### src/rtl/ppl_pkg.sv
package ppl_pkg;

  // ----------------------------------------------------------------
  // Timing
  // ----------------------------------------------------------------
  localparam int CLK_PERIOD_NS   = 40;
  localparam int NORMAL_RES_NS   = 55000;
  localparam int FINE_RES_NS     = 2000;
  localparam int MIN_PULSE_NS    = 500000;
  // Resolutions are longest times, so they round down
  localparam int NORMAL_TICK_CYC = (NORMAL_RES_NS / CLK_PERIOD_NS < 1) ? 1 : NORMAL_RES_NS / CLK_PERIOD_NS;
  localparam int FINE_TICK_CYC   = (FINE_RES_NS / CLK_PERIOD_NS < 1) ? 1 : FINE_RES_NS / CLK_PERIOD_NS;
  localparam int TICK_W          = 11;

  // ----------------------------------------------------------------
  // Register map (byte addresses)
  // ----------------------------------------------------------------
  localparam logic [5:0] OFS_CTRL     = 6'h00;
  localparam logic [5:0] OFS_STATUS   = 6'h04;
  localparam logic [5:0] OFS_POS1_R   = 6'h08;
  localparam logic [5:0] OFS_POS1_F   = 6'h0C;
  localparam logic [5:0] OFS_POS2_R   = 6'h10;
  localparam logic [5:0] OFS_POS2_F   = 6'h14;
  localparam logic [5:0] OFS_CONFIG   = 6'h18;
  localparam logic [5:0] OFS_IRQ_STAT = 6'h1C;
  localparam logic [5:0] OFS_IRQ_MASK = 6'h20;

  // ----------------------------------------------------------------
  // Fields and reset values
  // ----------------------------------------------------------------
  localparam int          PROBE_TWO_LSB = 8;
  localparam logic [15:0] CTRL_WMASK    = 16'h3737;
  localparam logic [15:0] CTRL_RESET    = 16'h0000;
  localparam int          CFG_PREC_BIT  = 0;
  localparam int          IRQ_W         = 4;
  localparam int          IRQ_P1_RISE   = 0;
  localparam int          IRQ_P1_FALL   = 1;
  localparam int          IRQ_P2_RISE   = 2;
  localparam int          IRQ_P2_FALL   = 3;

  typedef struct packed {
    logic fall_en;
    logic rise_en;
    logic rsv;
    logic trig_sel;
    logic cont;
    logic en;
  } ppl_ctrl_type;

  typedef struct packed {
    logic fall_st;
    logic rise_st;
    logic en;
  } ppl_stat_type;

  typedef struct packed {
    logic [31:0] rise_pos;
    logic [31:0] fall_pos;
  } ppl_pos_type;

endpackage

### src/rtl/ppl_probe_latch.sv
// The Avalon-MM slave port and the register addresses were chosen for this implementation.
`timescale 1ns/100ps
`default_nettype none
module ppl_probe_latch
  import ppl_pkg::*;
(
  input  wire logic        clk_in,
  input  wire logic        resetn_in,
  input  wire logic [5:0]  avs_address_in,
  input  wire logic        avs_read_in,
  input  wire logic        avs_write_in,
  input  wire logic [31:0] avs_writedata_in,
  input  wire logic [3:0]  avs_byteenable_in,
  output logic      [31:0] avs_readdata_out,
  output logic             avs_waitrequest_out,
  input  wire logic        probe_input_one_in,
  input  wire logic        probe_input_two_in,
  input  wire logic [31:0] position_in,
  input  wire logic [1:0]  enc_pulse_in,
  output logic      [1:0]  enc_pulse_out,
  output logic             irq_out
);

  // ----------------------------------------------------------------
  // Registers
  // ----------------------------------------------------------------
  logic [15:0]      ctrl_reg, ctrl_next;
  logic             prec_reg, prec_next;
  logic [IRQ_W-1:0] irq_stat_reg, irq_stat_next;
  logic [IRQ_W-1:0] irq_mask_reg, irq_mask_next;
  logic [31:0]      rdata_reg, rdata_next;
  logic             ack_reg, ack_next;
  logic [1:0]       enc_reg, enc_next;
  logic [31:0]      wmerged, rd_mux;
  logic             rd_take;

  function automatic logic [31:0] be_merge(input logic [31:0] old, input logic [31:0] wd, input logic [3:0] be);
    logic [31:0] res;
    res = old;
    for (int i = 0; i < 4; i++) begin
      if (be[i]) begin
        res[8*i +: 8] = wd[8*i +: 8];
      end
    end
    return res;
  endfunction

  // ----------------------------------------------------------------
  // Probe synchroniser and sampling ticks
  // ----------------------------------------------------------------
  logic [1:0]        probe_sync;
  logic [TICK_W-1:0] norm_cnt_reg, norm_cnt_next;
  logic [TICK_W-1:0] fine_cnt_reg, fine_cnt_next;
  logic              normal_tick, fine_tick, p2_rise_tick;

  ppl_sync #(
    .W (2)
  ) u_sync (
    .clk_in    (clk_in),
    .resetn_in (resetn_in),
    .async_in  ({probe_input_two_in, probe_input_one_in}),
    .sync_out  (probe_sync)
  );

  always_comb begin
    normal_tick   = (norm_cnt_reg == TICK_W'(NORMAL_TICK_CYC - 1));
    fine_tick     = (fine_cnt_reg == TICK_W'(FINE_TICK_CYC - 1));
    norm_cnt_next = normal_tick ? '0 : norm_cnt_reg + 1'b1;
    fine_cnt_next = fine_tick ? '0 : fine_cnt_reg + 1'b1;
    // Only the rising edge of probe two gets the fine rate
    p2_rise_tick  = prec_reg ? fine_tick : normal_tick;
  end

  always_ff @(posedge clk_in or negedge resetn_in) begin
    if (!resetn_in) begin
      norm_cnt_reg <= '0;
      fine_cnt_reg <= '0;
    end else begin
      norm_cnt_reg <= norm_cnt_next;
      fine_cnt_reg <= fine_cnt_next;
    end
  end

  // ----------------------------------------------------------------
  // Probe channels
  // ----------------------------------------------------------------
  ppl_ctrl_type ctrl1, ctrl2;
  ppl_stat_type stat1, stat2;
  ppl_pos_type  pos1, pos2;
  logic         r_evt1, f_evt1, r_evt2, f_evt2;

  assign ctrl1 = ppl_ctrl_type'(ctrl_reg[5:0]);
  assign ctrl2 = ppl_ctrl_type'(ctrl_reg[PROBE_TWO_LSB +: 6]);

  ppl_probe_chan u_chan1 (
    .clk_in       (clk_in),
    .resetn_in    (resetn_in),
    .ctrl_in      (ctrl1),
    .probe_lvl_in (probe_sync[0]),
    .rise_tick_in (normal_tick),
    .fall_tick_in (normal_tick),
    .position_in  (position_in),
    .stat_out     (stat1),
    .pos_out      (pos1),
    .rise_evt_out (r_evt1),
    .fall_evt_out (f_evt1)
  );

  ppl_probe_chan u_chan2 (
    .clk_in       (clk_in),
    .resetn_in    (resetn_in),
    .ctrl_in      (ctrl2),
    .probe_lvl_in (probe_sync[1]),
    .rise_tick_in (p2_rise_tick),
    .fall_tick_in (normal_tick),
    .position_in  (position_in),
    .stat_out     (stat2),
    .pos_out      (pos2),
    .rise_evt_out (r_evt2),
    .fall_evt_out (f_evt2)
  );

  // ----------------------------------------------------------------
  // Avalon slave: writes in zero waits, reads in one
  // ----------------------------------------------------------------
  always_comb begin
    wmerged = '0;
    rd_take = avs_read_in & ~ack_reg;
    rd_mux  = 32'h0000_0000;
    case (avs_address_in)
      OFS_CTRL: begin
        rd_mux  = {16'h0000, ctrl_reg};
        wmerged = be_merge({16'h0000, ctrl_reg}, avs_writedata_in, avs_byteenable_in);
      end
      OFS_STATUS: begin
        rd_mux = {16'h0000, 5'h00, stat2, 5'h00, stat1};
      end
      OFS_POS1_R: begin
        rd_mux = pos1.rise_pos;
      end
      OFS_POS1_F: begin
        rd_mux = pos1.fall_pos;
      end
      OFS_POS2_R: begin
        rd_mux = pos2.rise_pos;
      end
      OFS_POS2_F: begin
        rd_mux = pos2.fall_pos;
      end
      OFS_CONFIG: begin
        rd_mux  = {31'h0000_0000, prec_reg};
        wmerged = be_merge({31'h0000_0000, prec_reg}, avs_writedata_in, avs_byteenable_in);
      end
      OFS_IRQ_STAT: begin
        rd_mux  = {28'h000_0000, irq_stat_reg};
        wmerged = be_merge(32'h0000_0000, avs_writedata_in, avs_byteenable_in);
      end
      OFS_IRQ_MASK: begin
        rd_mux  = {28'h000_0000, irq_mask_reg};
        wmerged = be_merge({28'h000_0000, irq_mask_reg}, avs_writedata_in, avs_byteenable_in);
      end
      default: begin
        rd_mux = 32'h0000_0000;
      end
    endcase
  end

  always_comb begin
    ctrl_next     = ctrl_reg;
    prec_next     = prec_reg;
    irq_mask_next = irq_mask_reg;
    // Reserved control bits stay zero whatever software writes
    if (avs_write_in && avs_address_in == OFS_CTRL) begin
      ctrl_next = wmerged[15:0] & CTRL_WMASK;
    end
    if (avs_write_in && avs_address_in == OFS_CONFIG) begin
      prec_next = wmerged[CFG_PREC_BIT];
    end
    if (avs_write_in && avs_address_in == OFS_IRQ_MASK) begin
      irq_mask_next = wmerged[IRQ_W-1:0];
    end
    irq_stat_next = irq_stat_reg;
    if (avs_write_in && avs_address_in == OFS_IRQ_STAT) begin
      irq_stat_next = irq_stat_reg & ~wmerged[IRQ_W-1:0];
    end
    // A capture in the clearing cycle still sets its bit
    irq_stat_next[IRQ_P1_RISE] = irq_stat_next[IRQ_P1_RISE] | r_evt1;
    irq_stat_next[IRQ_P1_FALL] = irq_stat_next[IRQ_P1_FALL] | f_evt1;
    irq_stat_next[IRQ_P2_RISE] = irq_stat_next[IRQ_P2_RISE] | r_evt2;
    irq_stat_next[IRQ_P2_FALL] = irq_stat_next[IRQ_P2_FALL] | f_evt2;
    ack_next   = rd_take;
    rdata_next = rd_take ? rd_mux : rdata_reg;
    enc_next   = prec_reg ? 2'h0 : enc_pulse_in;
  end

  always_ff @(posedge clk_in or negedge resetn_in) begin
    if (!resetn_in) begin
      ctrl_reg     <= CTRL_RESET;
      prec_reg     <= 1'b0;
      irq_stat_reg <= '0;
      irq_mask_reg <= '0;
      rdata_reg    <= '0;
      ack_reg      <= 1'b0;
      enc_reg      <= 2'h0;
    end else begin
      ctrl_reg     <= ctrl_next;
      prec_reg     <= prec_next;
      irq_stat_reg <= irq_stat_next;
      irq_mask_reg <= irq_mask_next;
      rdata_reg    <= rdata_next;
      ack_reg      <= ack_next;
      enc_reg      <= enc_next;
    end
  end

  assign avs_waitrequest_out = avs_read_in & ~ack_reg;
  assign avs_readdata_out    = rdata_reg;
  assign enc_pulse_out       = enc_reg;
  assign irq_out             = |(irq_stat_reg & irq_mask_reg);

  // ----------------------------------------------------------------
  // Checks
  // ----------------------------------------------------------------
  localparam int FINE_GAP = 50;
  logic [TICK_W-1:0] gap_reg;
  logic              seen_reg;

  always_ff @(posedge clk_in or negedge resetn_in) begin
    if (!resetn_in) begin
      gap_reg  <= '0;
      seen_reg <= 1'b0;
    end else begin
      gap_reg  <= normal_tick ? '0 : gap_reg + 1'b1;
      seen_reg <= seen_reg | normal_tick;
    end
  end
endmodule
`default_nettype wire

### src/rtl/ppl_sync.sv
`timescale 1ns/100ps
`default_nettype none
module ppl_sync #(
  parameter int W = 2
) (
  input  wire logic         clk_in,
  input  wire logic         resetn_in,
  input  wire logic [W-1:0] async_in,
  output logic      [W-1:0] sync_out
);

  logic [W-1:0] meta_reg;
  logic [W-1:0] sync_reg;

  // First stage feeds the second stage only
  always_ff @(posedge clk_in or negedge resetn_in) begin
    if (!resetn_in) begin
      meta_reg <= '0;
      sync_reg <= '0;
    end else begin
      meta_reg <= async_in;
      sync_reg <= meta_reg;
    end
  end

  assign sync_out = sync_reg;

endmodule
`default_nettype wire

### src/rtl/ppl_probe_chan.sv
`timescale 1ns/100ps
`default_nettype none
module ppl_probe_chan
  import ppl_pkg::*;
(
  input  wire logic         clk_in,
  input  wire logic         resetn_in,
  input  wire ppl_ctrl_type ctrl_in,
  input  wire logic         probe_lvl_in,
  input  wire logic         rise_tick_in,
  input  wire logic         fall_tick_in,
  input  wire logic [31:0]  position_in,
  output ppl_stat_type      stat_out,
  output ppl_pos_type       pos_out,
  output logic              rise_evt_out,
  output logic              fall_evt_out
);

  logic         prev_r_reg, prev_r_next;
  logic         prev_f_reg, prev_f_next;
  ppl_stat_type stat_reg, stat_next;
  ppl_pos_type  pos_reg, pos_next;
  logic         rise_edge, fall_edge, rise_arm, fall_arm, rise_cap, fall_cap;

  always_comb begin
    rise_edge   = rise_tick_in & probe_lvl_in & ~prev_r_reg;
    fall_edge   = fall_tick_in & ~probe_lvl_in & prev_f_reg;
    prev_r_next = rise_tick_in ? probe_lvl_in : prev_r_reg;
    prev_f_next = fall_tick_in ? probe_lvl_in : prev_f_reg;
    rise_arm    = ctrl_in.en & ctrl_in.rise_en;
    fall_arm    = ctrl_in.en & ctrl_in.fall_en;
    // Single mode keeps the first edge until re-armed
    rise_cap    = rise_arm & rise_edge & (ctrl_in.cont | ~stat_reg.rise_st);
    fall_cap    = fall_arm & fall_edge & (ctrl_in.cont | ~stat_reg.fall_st);
    stat_next.en      = ctrl_in.en;
    stat_next.rise_st = rise_arm & (stat_reg.rise_st | rise_cap);
    stat_next.fall_st = fall_arm & (stat_reg.fall_st | fall_cap);
    pos_next          = pos_reg;
    if (rise_cap) begin
      pos_next.rise_pos = position_in;
    end
    if (fall_cap) begin
      pos_next.fall_pos = position_in;
    end
  end

  always_ff @(posedge clk_in or negedge resetn_in) begin
    if (!resetn_in) begin
      prev_r_reg <= 1'b0;
      prev_f_reg <= 1'b0;
      stat_reg   <= '0;
      pos_reg    <= '0;
    end else begin
      prev_r_reg <= prev_r_next;
      prev_f_reg <= prev_f_next;
      stat_reg   <= stat_next;
      pos_reg    <= pos_next;
    end
  end

  assign stat_out     = stat_reg;
  assign pos_out      = pos_reg;
  assign rise_evt_out = rise_cap;
  assign fall_evt_out = fall_cap;
endmodule
`default_nettype wire

### config.mk
export PLATFORM = sky130hd
export DESIGN_NAME = ppl_probe_latch
export DESIGN_NICKNAME = d
export VERILOG_FILES = /design/src/rtl/ppl_pkg.sv /design/src/rtl/ppl_probe_latch.sv /design/src/rtl/ppl_sync.sv /design/src/rtl/ppl_probe_chan.sv
export SDC_FILE = /design/constraint.sdc
export NUM_CORES = 1
export LEC_CHECK = 0
export ABC_AREA = 0
export ABC_CLOCK_PERIOD_IN_PS = 1900
export BUFFER_PORTS_ARGS = -buffer_cell sky130_fd_sc_hd__buf_4
export CELL_PAD_IN_SITES_DETAIL_PLACEMENT = 1
export CELL_PAD_IN_SITES_GLOBAL_PLACEMENT = 2
export CORE_MARGIN = 10
export CORE_UTILIZATION = 35
export DETAILED_ROUTE_END_ITERATION = 16
export PLACE_DENSITY = 0.86
export SYNTH_ARGS = -nofsm -noshare
export SYNTH_HDL_FRONTEND = slang
export SYNTH_SLANG_ARGS = --single-unit
export TNS_END_PERCENT = 1
### constraint.sdc
create_clock -name clk_in -period 1.9 [get_ports clk_in]
set_input_delay 0.285 -clock clk_in [delete_from_list [all_inputs] [get_ports clk_in]]
set_output_delay 0.285 -clock clk_in [all_outputs]
set_load 0.02 [all_outputs]
==> metrics.txt, run 1 <==
clock slew at reported path FFs 0.06 ns; Sw Share 0.240; drt pass-1 iters 5; Final period util 1.09; CP arrival 2.46 ns; final hold slack between 0.02 and 0.025 ns; hold path endpoint ctrl_reg[8]; FMAX 483 MHz; clock share of power 0.439; Pint 8070 µW; Min-Delay Path Class in -> reg; maximum clock insertion buffer count 3; Peak VDD IR between 1000 and 1500 µV; Flop pwr share 0.473; register area share after synthesis 0.585; die width 183 µm; TritonCTS clock tree yes; reg-to-reg setup timing slack -0.17 ns; GRT Util Overall 0.152; Detailed Route Iter0 Violations 380; vias 6372; WHS Path Cells 2; DR WL/cell roughly 22 µm; Async SR Flop Fraction 1.00; min cycle time layout 2.07 ns; Placer Congestion 0.769; drt drc 0; crit-path cells or4_4 > o31ai_4 > nand4_4 > buf_12 > mux2_4; core area around 26000 µm²; Max stage delay on crit path 0.55 ns; R2R depth 5; Worst-Skew Late Latency between 0.5 and 0.6 ns; Yosys top cell area share 0.585; Finished Core Util 0.453; Rows ~60; IO Pins 118; PD cells 899 nW/µm²; Yosys Warn Count 0; largest area contributor in the netlist dfrtp_1; Inserted Clock Buffers 25; Setup violations, final 59; number of global-route vias before repair between 7000 and 8000; status complete, but fails checks; placed cells about 1100; die height approximately 180 µm; final std cells w/o fill 1197; Post-synth EDFFs 0; initial antenna violation count 0; Routed Antenna Nets 0; commonest cells in the netlist dfrtp_1, mux2_2, a22oi_1; dpl hpwl 17.4 mm; Comb pwr share 0.088; Syn Std Cell Area 9280 µm²; Area contributors post-synth dfrtp_1, mux2_2, mux2_4; max cap viols 0; CP required 2.29 ns; synthesized flop and latch total 217; actual slew at the worst max-slew pin ~0.4 ns; Critical Path Fanout Max 21; Final Hold Viols 0; failing checks setup timing; layout cells sized above 1 0.419; Net Sw Power 2550 µW; dominant synthesized flop cell dfrtp_1; wirelength, routed 25.8 mm; area delta synth->final 27.3%; Setup TNS -5.40 ns; power consumption 10600 µW; Rel. slew slack 0.726; Sink Count ~220; RSZ-0062 raised after global routing yes; Initial Util 0.356; Critical Path Start Type flop; final net count 931; first-pass GRT wire length 41.0 mm; Reg-to-Reg Start fine_cnt_reg[8]; CP Capture Type flop; Die Area 33400 µm²; most common cell in the netlist dfrtp_1; gr ovfl total 0; WS Path Type reg -> reg; footprint of the multi-input gates 3700 µm²; largest net degree at the start of global routing 62; net count after synthesis roughly 780; FF-to-FF End u_chan2.pos_out[57]; root buf cell clkbuf_16; Pins Over Slew Limit 0; Synth Area per Inst 13.4 µm²; synthesized instance count 693; hold path start avs_writedata_in[8]; Clock Skews between 0.015 and 0.02 ns; ANT cells 0; Netlist cell types 47; flip-flop and latch area 5430 µm²; number of H-tree levels 1; Fillers 2684; slowest CP cell or4_4; leakage power 0.00528 µW; vias per cell 5.32; PnR worst setup slack -0.171 ns; # port buffers 94
## placed cells by master (no fill, tap or decap), types with 5 or more instances in the layout
cell	n
a222oi_1	6
xor2_1	6
mux2_2	118
mux2_4	29
clkbuf_16	25
xnor2_1	12
nand3_1	18
clkinv_2	8
nor2_1	49
a21oi_1	15
buf_12	17
a221oi_1	9
buf_4	137
dfrtp_1	217
nor2b_1	8
dlygate4sd3_1	7
clkbuf_1	6
a22oi_1	52
a31oi_1	24
nor3b_1	5
nand2_1	26
a22o_1	5
## metrics by stage
step                      instance area, µm²  worst slack [ns]
after global routing                   11800            -0.306
after detailed placement               10900            -0.217
after CTS                              11800            -0.205
final                                  11800            -0.171
after global placement                 10900            -0.170
after floorplan                         9290            -0.107
## kinds of logic after synthesis
logic type | Yosys count | share of synthesized area
compound gates | 123 | 0.0969
xor+xnor | 18 | 0.0170
fa+ha+maj | 4 | 0.00539
buf+inv | 43 | 0.0249
flops | 217 | 0.585
mux | 147 | 0.190
simple gates | 141 | 0.0809
## critical path, delay by kind of cell (launching register included)
| kind | cells | cell delay, ns |
|---|---|---|
| AND/OR/NAND/NOR | 2 | 0.72 |
| flip-flops | 1 | 0.37 |
| multiplexers | 1 | 0.32 |
| AO/OA/AOI/OAI | 1 | 0.31 |
| buffers and inverters | 1 | 0.21 |
## worst max path at each step
stage	startpoint	endpoint	cells after the start
after detailed placement	fine_cnt_reg[1]	u_chan2.pos_out[57]	8
after CTS	fine_cnt_reg[1]	u_chan2.pos_out[57]	8
after floorplan	fine_cnt_reg[6]	u_chan2.pos_out[45]	5
after global routing	fine_cnt_reg[1]	u_chan2.pos_out[57]	8
final	fine_cnt_reg[8]	u_chan2.pos_out[57]	5
after global placement	fine_cnt_reg[1]	u_chan2.pos_out[55]	8
## metal layers
metal	up-vias	share of wire	track usage
li1	2860	-	-
met1	3357	0.46	0.202
met2	129	0.49	0.254
met3	26	0.038	0.0236
met4	0	0.015	0.0358
met5	-	0	0
## layout make-up
class / instances / area share
Clock buffer: 33 / 0.0572
Clock inverter: 11 / 0.00911
Inverter: 6 / 0.00254
Multi-Input combinational cell: 433 / 0.313
Sequential cell: 217 / 0.460
Tap cell: 335 / 0.0355
Timing Repair Buffer: 162 / 0.123
## power by group through the flow
stage / clock [µW] / sequential, µW / combinational, µW
after global routing: 4970 / 5050 / 1020
after floorplan: 0 / 5150 / 316
after global placement: 0 / 5080 / 900
after detailed placement: 0 / 5100 / 930
after CTS: 4750 / 5020 / 953
final: 4660 / 5020 / 934
## what timing repair did
item / CTS / global route
setup buffers: 0 / 1
setup endpoints to repair: 130 / 133
resized for setup: 7 / 9
endpoints found under the hold margin: 117 / 0
pin swaps: 2 / 2
hold buffers: 7 / 0
(Power assumes the default switching activity.)
==> inputs of run 2 (changes only) <==
- ABC_AREA: 0 -> 1
- CORE_UTILIZATION: 35 -> 32
- PLACE_DENSITY: 0.86 -> 0.89
==> metrics.txt, run 2 <==
Sw Share 0.246 (+0.00608); Rel. slew slack 0.675 (-0.0507); hold path start position_in[5]; dpl ws 0.0124 ns (+0.229 ns); register area share after synthesis 0.547 (-0.0381); WHS Path Cells 3 (+1); number of H-tree levels 1 (unchanged); Comb pwr share 0.093 (+0.005); drt drc 0 (unchanged); Flop pwr share 0.457 (-0.016); dominant synthesized flop cell dfrtp_1; Synth Area in Adders 0.00504 (-0.000351); area delta synth->final 27.3% (about the same); core area 30600 µm² (+17%); net count after synthesis 1283 (+65%); ANT cells 0 (unchanged); Detailed Route Iter0 Violations 474 (+25%); actual slew at the worst max-slew pin 0.488 ns (+0.0818 ns); wirelength, routed 30.8 mm (+19%); die width 196 µm (+7.3%); grt met2 use 0.271 (+0.0170); placed cell areas 11300 µm² (+4.2%); CP required 2.37 ns (+0.08 ns); Final period util 0.971 (-0.119); number of global-route vias before repair 9283 (+31%); Peak VDD IR 575 µV (-50%); final net count 1433 (+54%); Setup violations, final 0 (-100%); Worst setup startpoint norm_cnt_reg[0]; Worst-Skew Late Latency 0.53 ns (about the same); delay-heaviest family, CP simple AND/OR/NAND/NOR gates; Yosys Warn Count 0 (unchanged); Placer Congestion 0.779 (+1.3%); placed cells 1676 (+46%); most frequent cells in the layout nand2_1, dfrtp_1, buf_4; IO Pins 118 (unchanged); main combinational cell family by area after synthesis simple AND/OR/NAND/NOR gates; Initial Util 0.324 (-0.0316); TritonCTS clock tree yes; max cap viols 0 (unchanged); Buf/Inv on CP 4 (+3); GRT Util Overall 0.156 (+0.00469); Die Area 38500 µm² (+15%); most common cell in the netlist nand2_1; critical path depth 13 (+8); vias per cell 4.86 (-8.8%); simple-gate portion of the synthesized area 0.269 (+0.188); WS Path Type reg -> reg; Fillers 3625 (+35%); RSZ-0062 raised after global routing yes; largest area contributor in the netlist dfrtp_1; root buf cell clkbuf_16; Pint 8010 µW (-0.68%); power consumption 10600 µW (+0.12%); Reg-to-Reg Start norm_cnt_reg[0]; DR WL/cell 17.5 µm (-19%); status completed; die height 196 µm (+7.3%); Net Sw Power 2620 µW (+2.7%); leakage power 0.00659 µW (+25%); Post-synth EDFFs 0 (unchanged); layer with the highest usage met2; Max stage delay on crit path 0.37 ns (-0.18 ns); Area contributors post-synth dfrtp_1, nand2_1, inv_1; commonest non-fill, non-tap cell in the layout nand2_1; Critical Path Fanout Max 8 (-62%); final hold slack 0.0208 ns (-0.00410 ns); R2R depth 13 (+8); Synth Area per Inst 8.29 µm² (-38%); dpl hpwl 20.0 mm (+15%); slowest CP cell dfrtp_1; layout cells sized above 1 0.165 (-0.254); post-route cell area 12600 µm² (+7.0%); min cycle time layout 1.84 ns (-0.227 ns); Netlist cell types 33 (-30%); met1 usage 0.199 (-0.00294); PD cells 841 nW/µm² (-6.4%); Syn Std Cell Area 9930 µm² (+7.0%); Inserted Clock Buffers 25 (unchanged); Compound-Gate Fraction of Synth Area 0.0959 (-0.00101); crit-path cells inv_1 > ha_1 > nand2_1 > nor2_1 > nand3_1 > buf_6 > nand2_4 > nand2_4 > nor2_4 > buf_12 > buf_6 > nand3_1 > nand2_1; GR Util met3 0.0246 (+0.000930); gr ovfl total 0 (unchanged); initial antenna violation count 0 (unchanged); Final Hold Viols 0 (unchanged); drt pass-1 iters 4 (-1); Routed Antenna Nets 0 (unchanged); first-pass GRT wire length 49.5 mm (+21%); Min-Delay Path Class in -> reg; Clock Skews 0.0139 ns (-0.00367 ns); xor and xnor fraction of the mapped netlist area 0.00794 (-0.00905); Async SR Flop Fraction 1.00 (unchanged); largest net degree at the start of global routing 67 (+8.1%); synthesized instance count 1197 (+73%); Critical Path Start Type flop; clock share of power 0.450 (+0.011); # port buffers 94 (unchanged); Sink Count 217 (unchanged); clock slew at reported path FFs 0.06 ns (about the same); CP arrival 2.31 ns (-0.15 ns); synthesized flop and latch total 217 (unchanged); Pins Over Slew Limit 0 (unchanged); commonest cells in the netlist nand2_1, dfrtp_1, inv_1; final std cells w/o fill 1758 (+47%); Yosys top cell area share 0.547 (-0.0381); CP Capture Type flop; PnR worst setup slack 0.0554 ns (+0.227 ns); vias 8536 (+34%); maximum clock insertion buffer count 3 (unchanged); Rows 64 (+8.5%); mux cell area share after synthesis 0 (-0.190); FMAX 542 MHz (+12%)
## run 2: cell type report
class / count / area, µm² / area share
inverters: 105 / 394 / 0.0312
well taps: 396 / 495 / 0.0392
flip-flops and latches: 217 / 5430 / 0.430
multi-input cells: 819 / 3820 / 0.302
clock buffers: 35 / 713 / 0.0564
repair buffers: 179 / 1690 / 0.134
clock inverters: 7 / 91.3 / 0.00723
## run 2: final timing paths
path,slack [ns],end
setup / recovery,0.06,u_chan2.pos_out[50]
hold / removal,0.02,u_chan2.pos_out[37]
setup reg to reg,0.06,u_chan2.pos_out[50]
hold reg to reg,0.35,u_sync.sync_out[0]
max in group asynchronous,0.97,u_chan1.pos_out[21]
min in group asynchronous,0.28,norm_cnt_reg[8]
## run 2: worst min-delay path, stage by stage
cell and delay, ns:
buf_4 0.09, nand3_1 0.07, nand2_1 0.06
## run 2: logic make-up after synthesis
kind of cell,after synthesis
buffers and inverters,161
adders and majority gates,4
AOI/OAI and AO/OA,165
and+or+nand+nor,641
xor gates and xnor gates,9
DFF,217
## run 2: power groups by stage
stage	clock network [µW]	registers [µW]	logic, µW
6_report	4780	4860	990
5_1_grt	5120	4880	1090
4_1_cts	4910	4860	938
3_5_place_dp	0	4940	875
3_3_place_gp	0	4940	855
2_1_floorplan	0	4960	327
## run 2: repair_timing
item                                    in CTS  in global routing
cloned                                       0                  3
endpoints found under the setup margin       2                 75
pin swaps                                    0                  5
hold endpoints to repair                    80                  0
resized for setup                            2                 10
hold buffers                                35                  0
buffers inserted                             0                  2
## run 2: routing by layer
| metal | wire length (µm) | vias to the layer above |
|---|---|---|
| met5 | 0 | - |
| met4 | 495 | 0 |
| met3 | 1200 | 35 |
| met2 | 15300 | 132 |
| met1 | 13800 | 4256 |
| li1 | - | 4113 |
## run 2: metrics by stage
| stage | utilization | setup TNS (ns) |
|---|---|---|
| finish | 0.413 | 0 |
| global route | 0.413 | -0.747 |
| CTS | 0.409 | 0 |
| detailed placement | 0.371 | 0 |
| global placement | 0.371 | 0 |
| floorplan | - | 0 |
==> inputs of run 3 (changes only) <==
- RECOVER_POWER: default -> 100
- REMOVE_ABC_BUFFERS: default -> 1
==> metrics.txt, run 3 (synthesized netlist as in run 2, its figures left out) <==
Placer Congestion 0.813 (+4.5%); GRT Util Overall 0.155 (-0.00108); leakage power 0.00629 µW (-4.5%); min cycle time layout 1.84 ns (-0.00573 ns); Fillers 3705 (+2.2%); CP required 2.36 ns (about the same); CP Capture Type flop; DR WL/cell 17.1 µm (-2.2%); dpl hpwl 19.9 mm (-0.31%); maximum clock insertion buffer count 3 (unchanged); WS Path Type reg -> reg; Finished Core Util 0.398 (-0.0152); Final period util 0.968 (-0.00302); vias per cell 4.86 (about the same); TritonCTS clock tree yes; final net count 1418 (-1.0%); drt pass-1 iters 5 (+1); layout cells sized above 1 0.124 (-0.0414); Sink Count 217 (unchanged); final std cells w/o fill 1746 (-0.68%); die height 196 µm (unchanged); final hold slack 0.0151 ns (-0.00569 ns); Peak VDD IR 580 µV (+0.98%); root buf cell clkbuf_16; Critical Path Start Type flop; vias 8485 (-0.60%); drt drc 0 (unchanged); Min-Delay Path Class in -> reg; clock slew at reported path FFs 0.06 ns (about the same); largest net degree at the start of global routing 70 (+4.5%); Detailed Route Iter0 Violations 458 (-3.4%); gr ovfl total 0 (unchanged); Initial Util 0.324 (unchanged); Die Area 38500 µm² (unchanged); Critical Path Fanout Max 16 (+8); die width 196 µm (unchanged); core area 30600 µm² (unchanged); IO Pins 118 (unchanged); initial antenna violation count 1 (+1); max cap viols 0 (unchanged); number of global-route vias before repair 9224 (-0.64%); # port buffers 94 (unchanged); post-route cell area 12200 µm² (-3.7%); status completed; CP arrival 2.30 ns (about the same); Setup violations, final 0 (unchanged); Worst-Skew Late Latency 0.53 ns (about the same); first-pass GRT wire length 49.2 mm (-0.54%); Rel. slew slack 0.364 (-0.311); commonest non-fill, non-tap cell in the layout nand2_1; placed cell areas 11300 µm² (-0.37%); wirelength, routed 29.9 mm (-2.9%); Routed Antenna Nets 0 (unchanged); number of H-tree levels 1 (unchanged); Inserted Clock Buffers 25 (unchanged); placed cells 1672 (-0.24%); Pins Over Slew Limit 0 (unchanged); PD cells 864 nW/µm² (+2.7%); actual slew at the worst max-slew pin 0.954 ns (+0.466 ns); Rows 64 (unchanged); RSZ-0062 raised after global routing yes; most frequent cells in the layout nand2_1, dfrtp_1, inv_1; power consumption 10500 µW (-1.0%); Clock Skews 0.0241 ns (+0.0103 ns); post-CTS setup buffer count 0 (unchanged); Final Hold Viols 0 (unchanged); area delta synth->final 22.6%; FMAX 544 MHz (+0.31%)
[run 3: changes by cell type in the layout (fill, tap and decap cells not counted), moves of 2 or more]
cell	change
buf_12	-9
buf_4	-45
clkbuf_1	+43
clkbuf_16	-2
clkbuf_2	+5
clkbuf_4	+2
clkinv_2	-2
dlygate4sd3_1	-6
nand3_1	+4
nand3_2	-3
nor2_1	+2
nor2_2	-2
o21ai_0	-2
o21ai_1	+3
[run 3: final timing paths]
path	from	endpoint	slack, ns	cells past startpoint
worst min register to register	u_sync.meta_reg[1]	u_sync.sync_out[1]	0.36	0
worst max-delay path	norm_cnt_reg[0]	u_chan2.pos_out[35]	0.06	12
worst max register to register	norm_cnt_reg[0]	u_chan2.pos_out[35]	0.06	12
max in group asynchronous	resetn_in	u_chan1.pos_out[14]	0.31	3
min in group asynchronous	resetn_in	enc_pulse_out[1]	0.46	2
worst min-delay path	avs_writedata_in[13]	ctrl_reg[13]	0.02	3
[run 3: worst max-delay path, cell delays in order (launching register included)]
cell and delay (ns):
dfrtp_1 0.41, inv_1 0.07, ha_1 0.15, nand2_1 0.05, nor2_1 0.10, nand3_1 0.12, buf_4 0.19, nand2_4 0.09
nand2_4 0.07, nor2_4 0.18, buf_12 0.18, nand3_1 0.09, nand2_1 0.08
[run 3: routing by layer]
metal	vias up	GRT usage	part of all wire
li1	4086	-	-
met1	4243	0.203	0.47
met2	124	0.267	0.48
met3	32	0.0218	0.032
met4	0	0.0300	0.016
met5	-	0	0
[run 3: repair_timing]
action / 4_1_cts / 5_1_grt
hold buffers: 29 / 0
endpoints found under the setup margin: 0 / 111
endpoints found under the hold margin: 74 / 0
gates resized for setup: 0 / 6
[run 3: power breakdown]
group | switching [µW] | internal (µW)
Sequential | 112 | 4750
Clock | 1920 | 2900
Combinational | 551 | 292
[run 3: final cells by class]
class / instances / area [µm²] / area share
flip-flops and latches: 217 / 5430 / 0.446
inverters: 105 / 397 / 0.0326
multi-input cells: 819 / 3770 / 0.310
well taps: 396 / 495 / 0.0407
clock buffers: 39 / 728 / 0.0598
diodes: 1 / 2.50 / 0.000206
repair buffers: 164 / 1260 / 0.104
clock inverters: 5 / 82.6 / 0.00678
[run 3: per-stage QoR]
| stage | setup WS, ns | TNS [ns] |
|---|---|---|
| floorplan | -0.882 | -92.63 |
| global placement | 0.121 | 0 |
| detailed placement | 0.0601 | 0 |
| CTS | 0.0300 | 0 |
| global route | -0.101 | -4.23 |
| finish | 0.0612 | 0 |
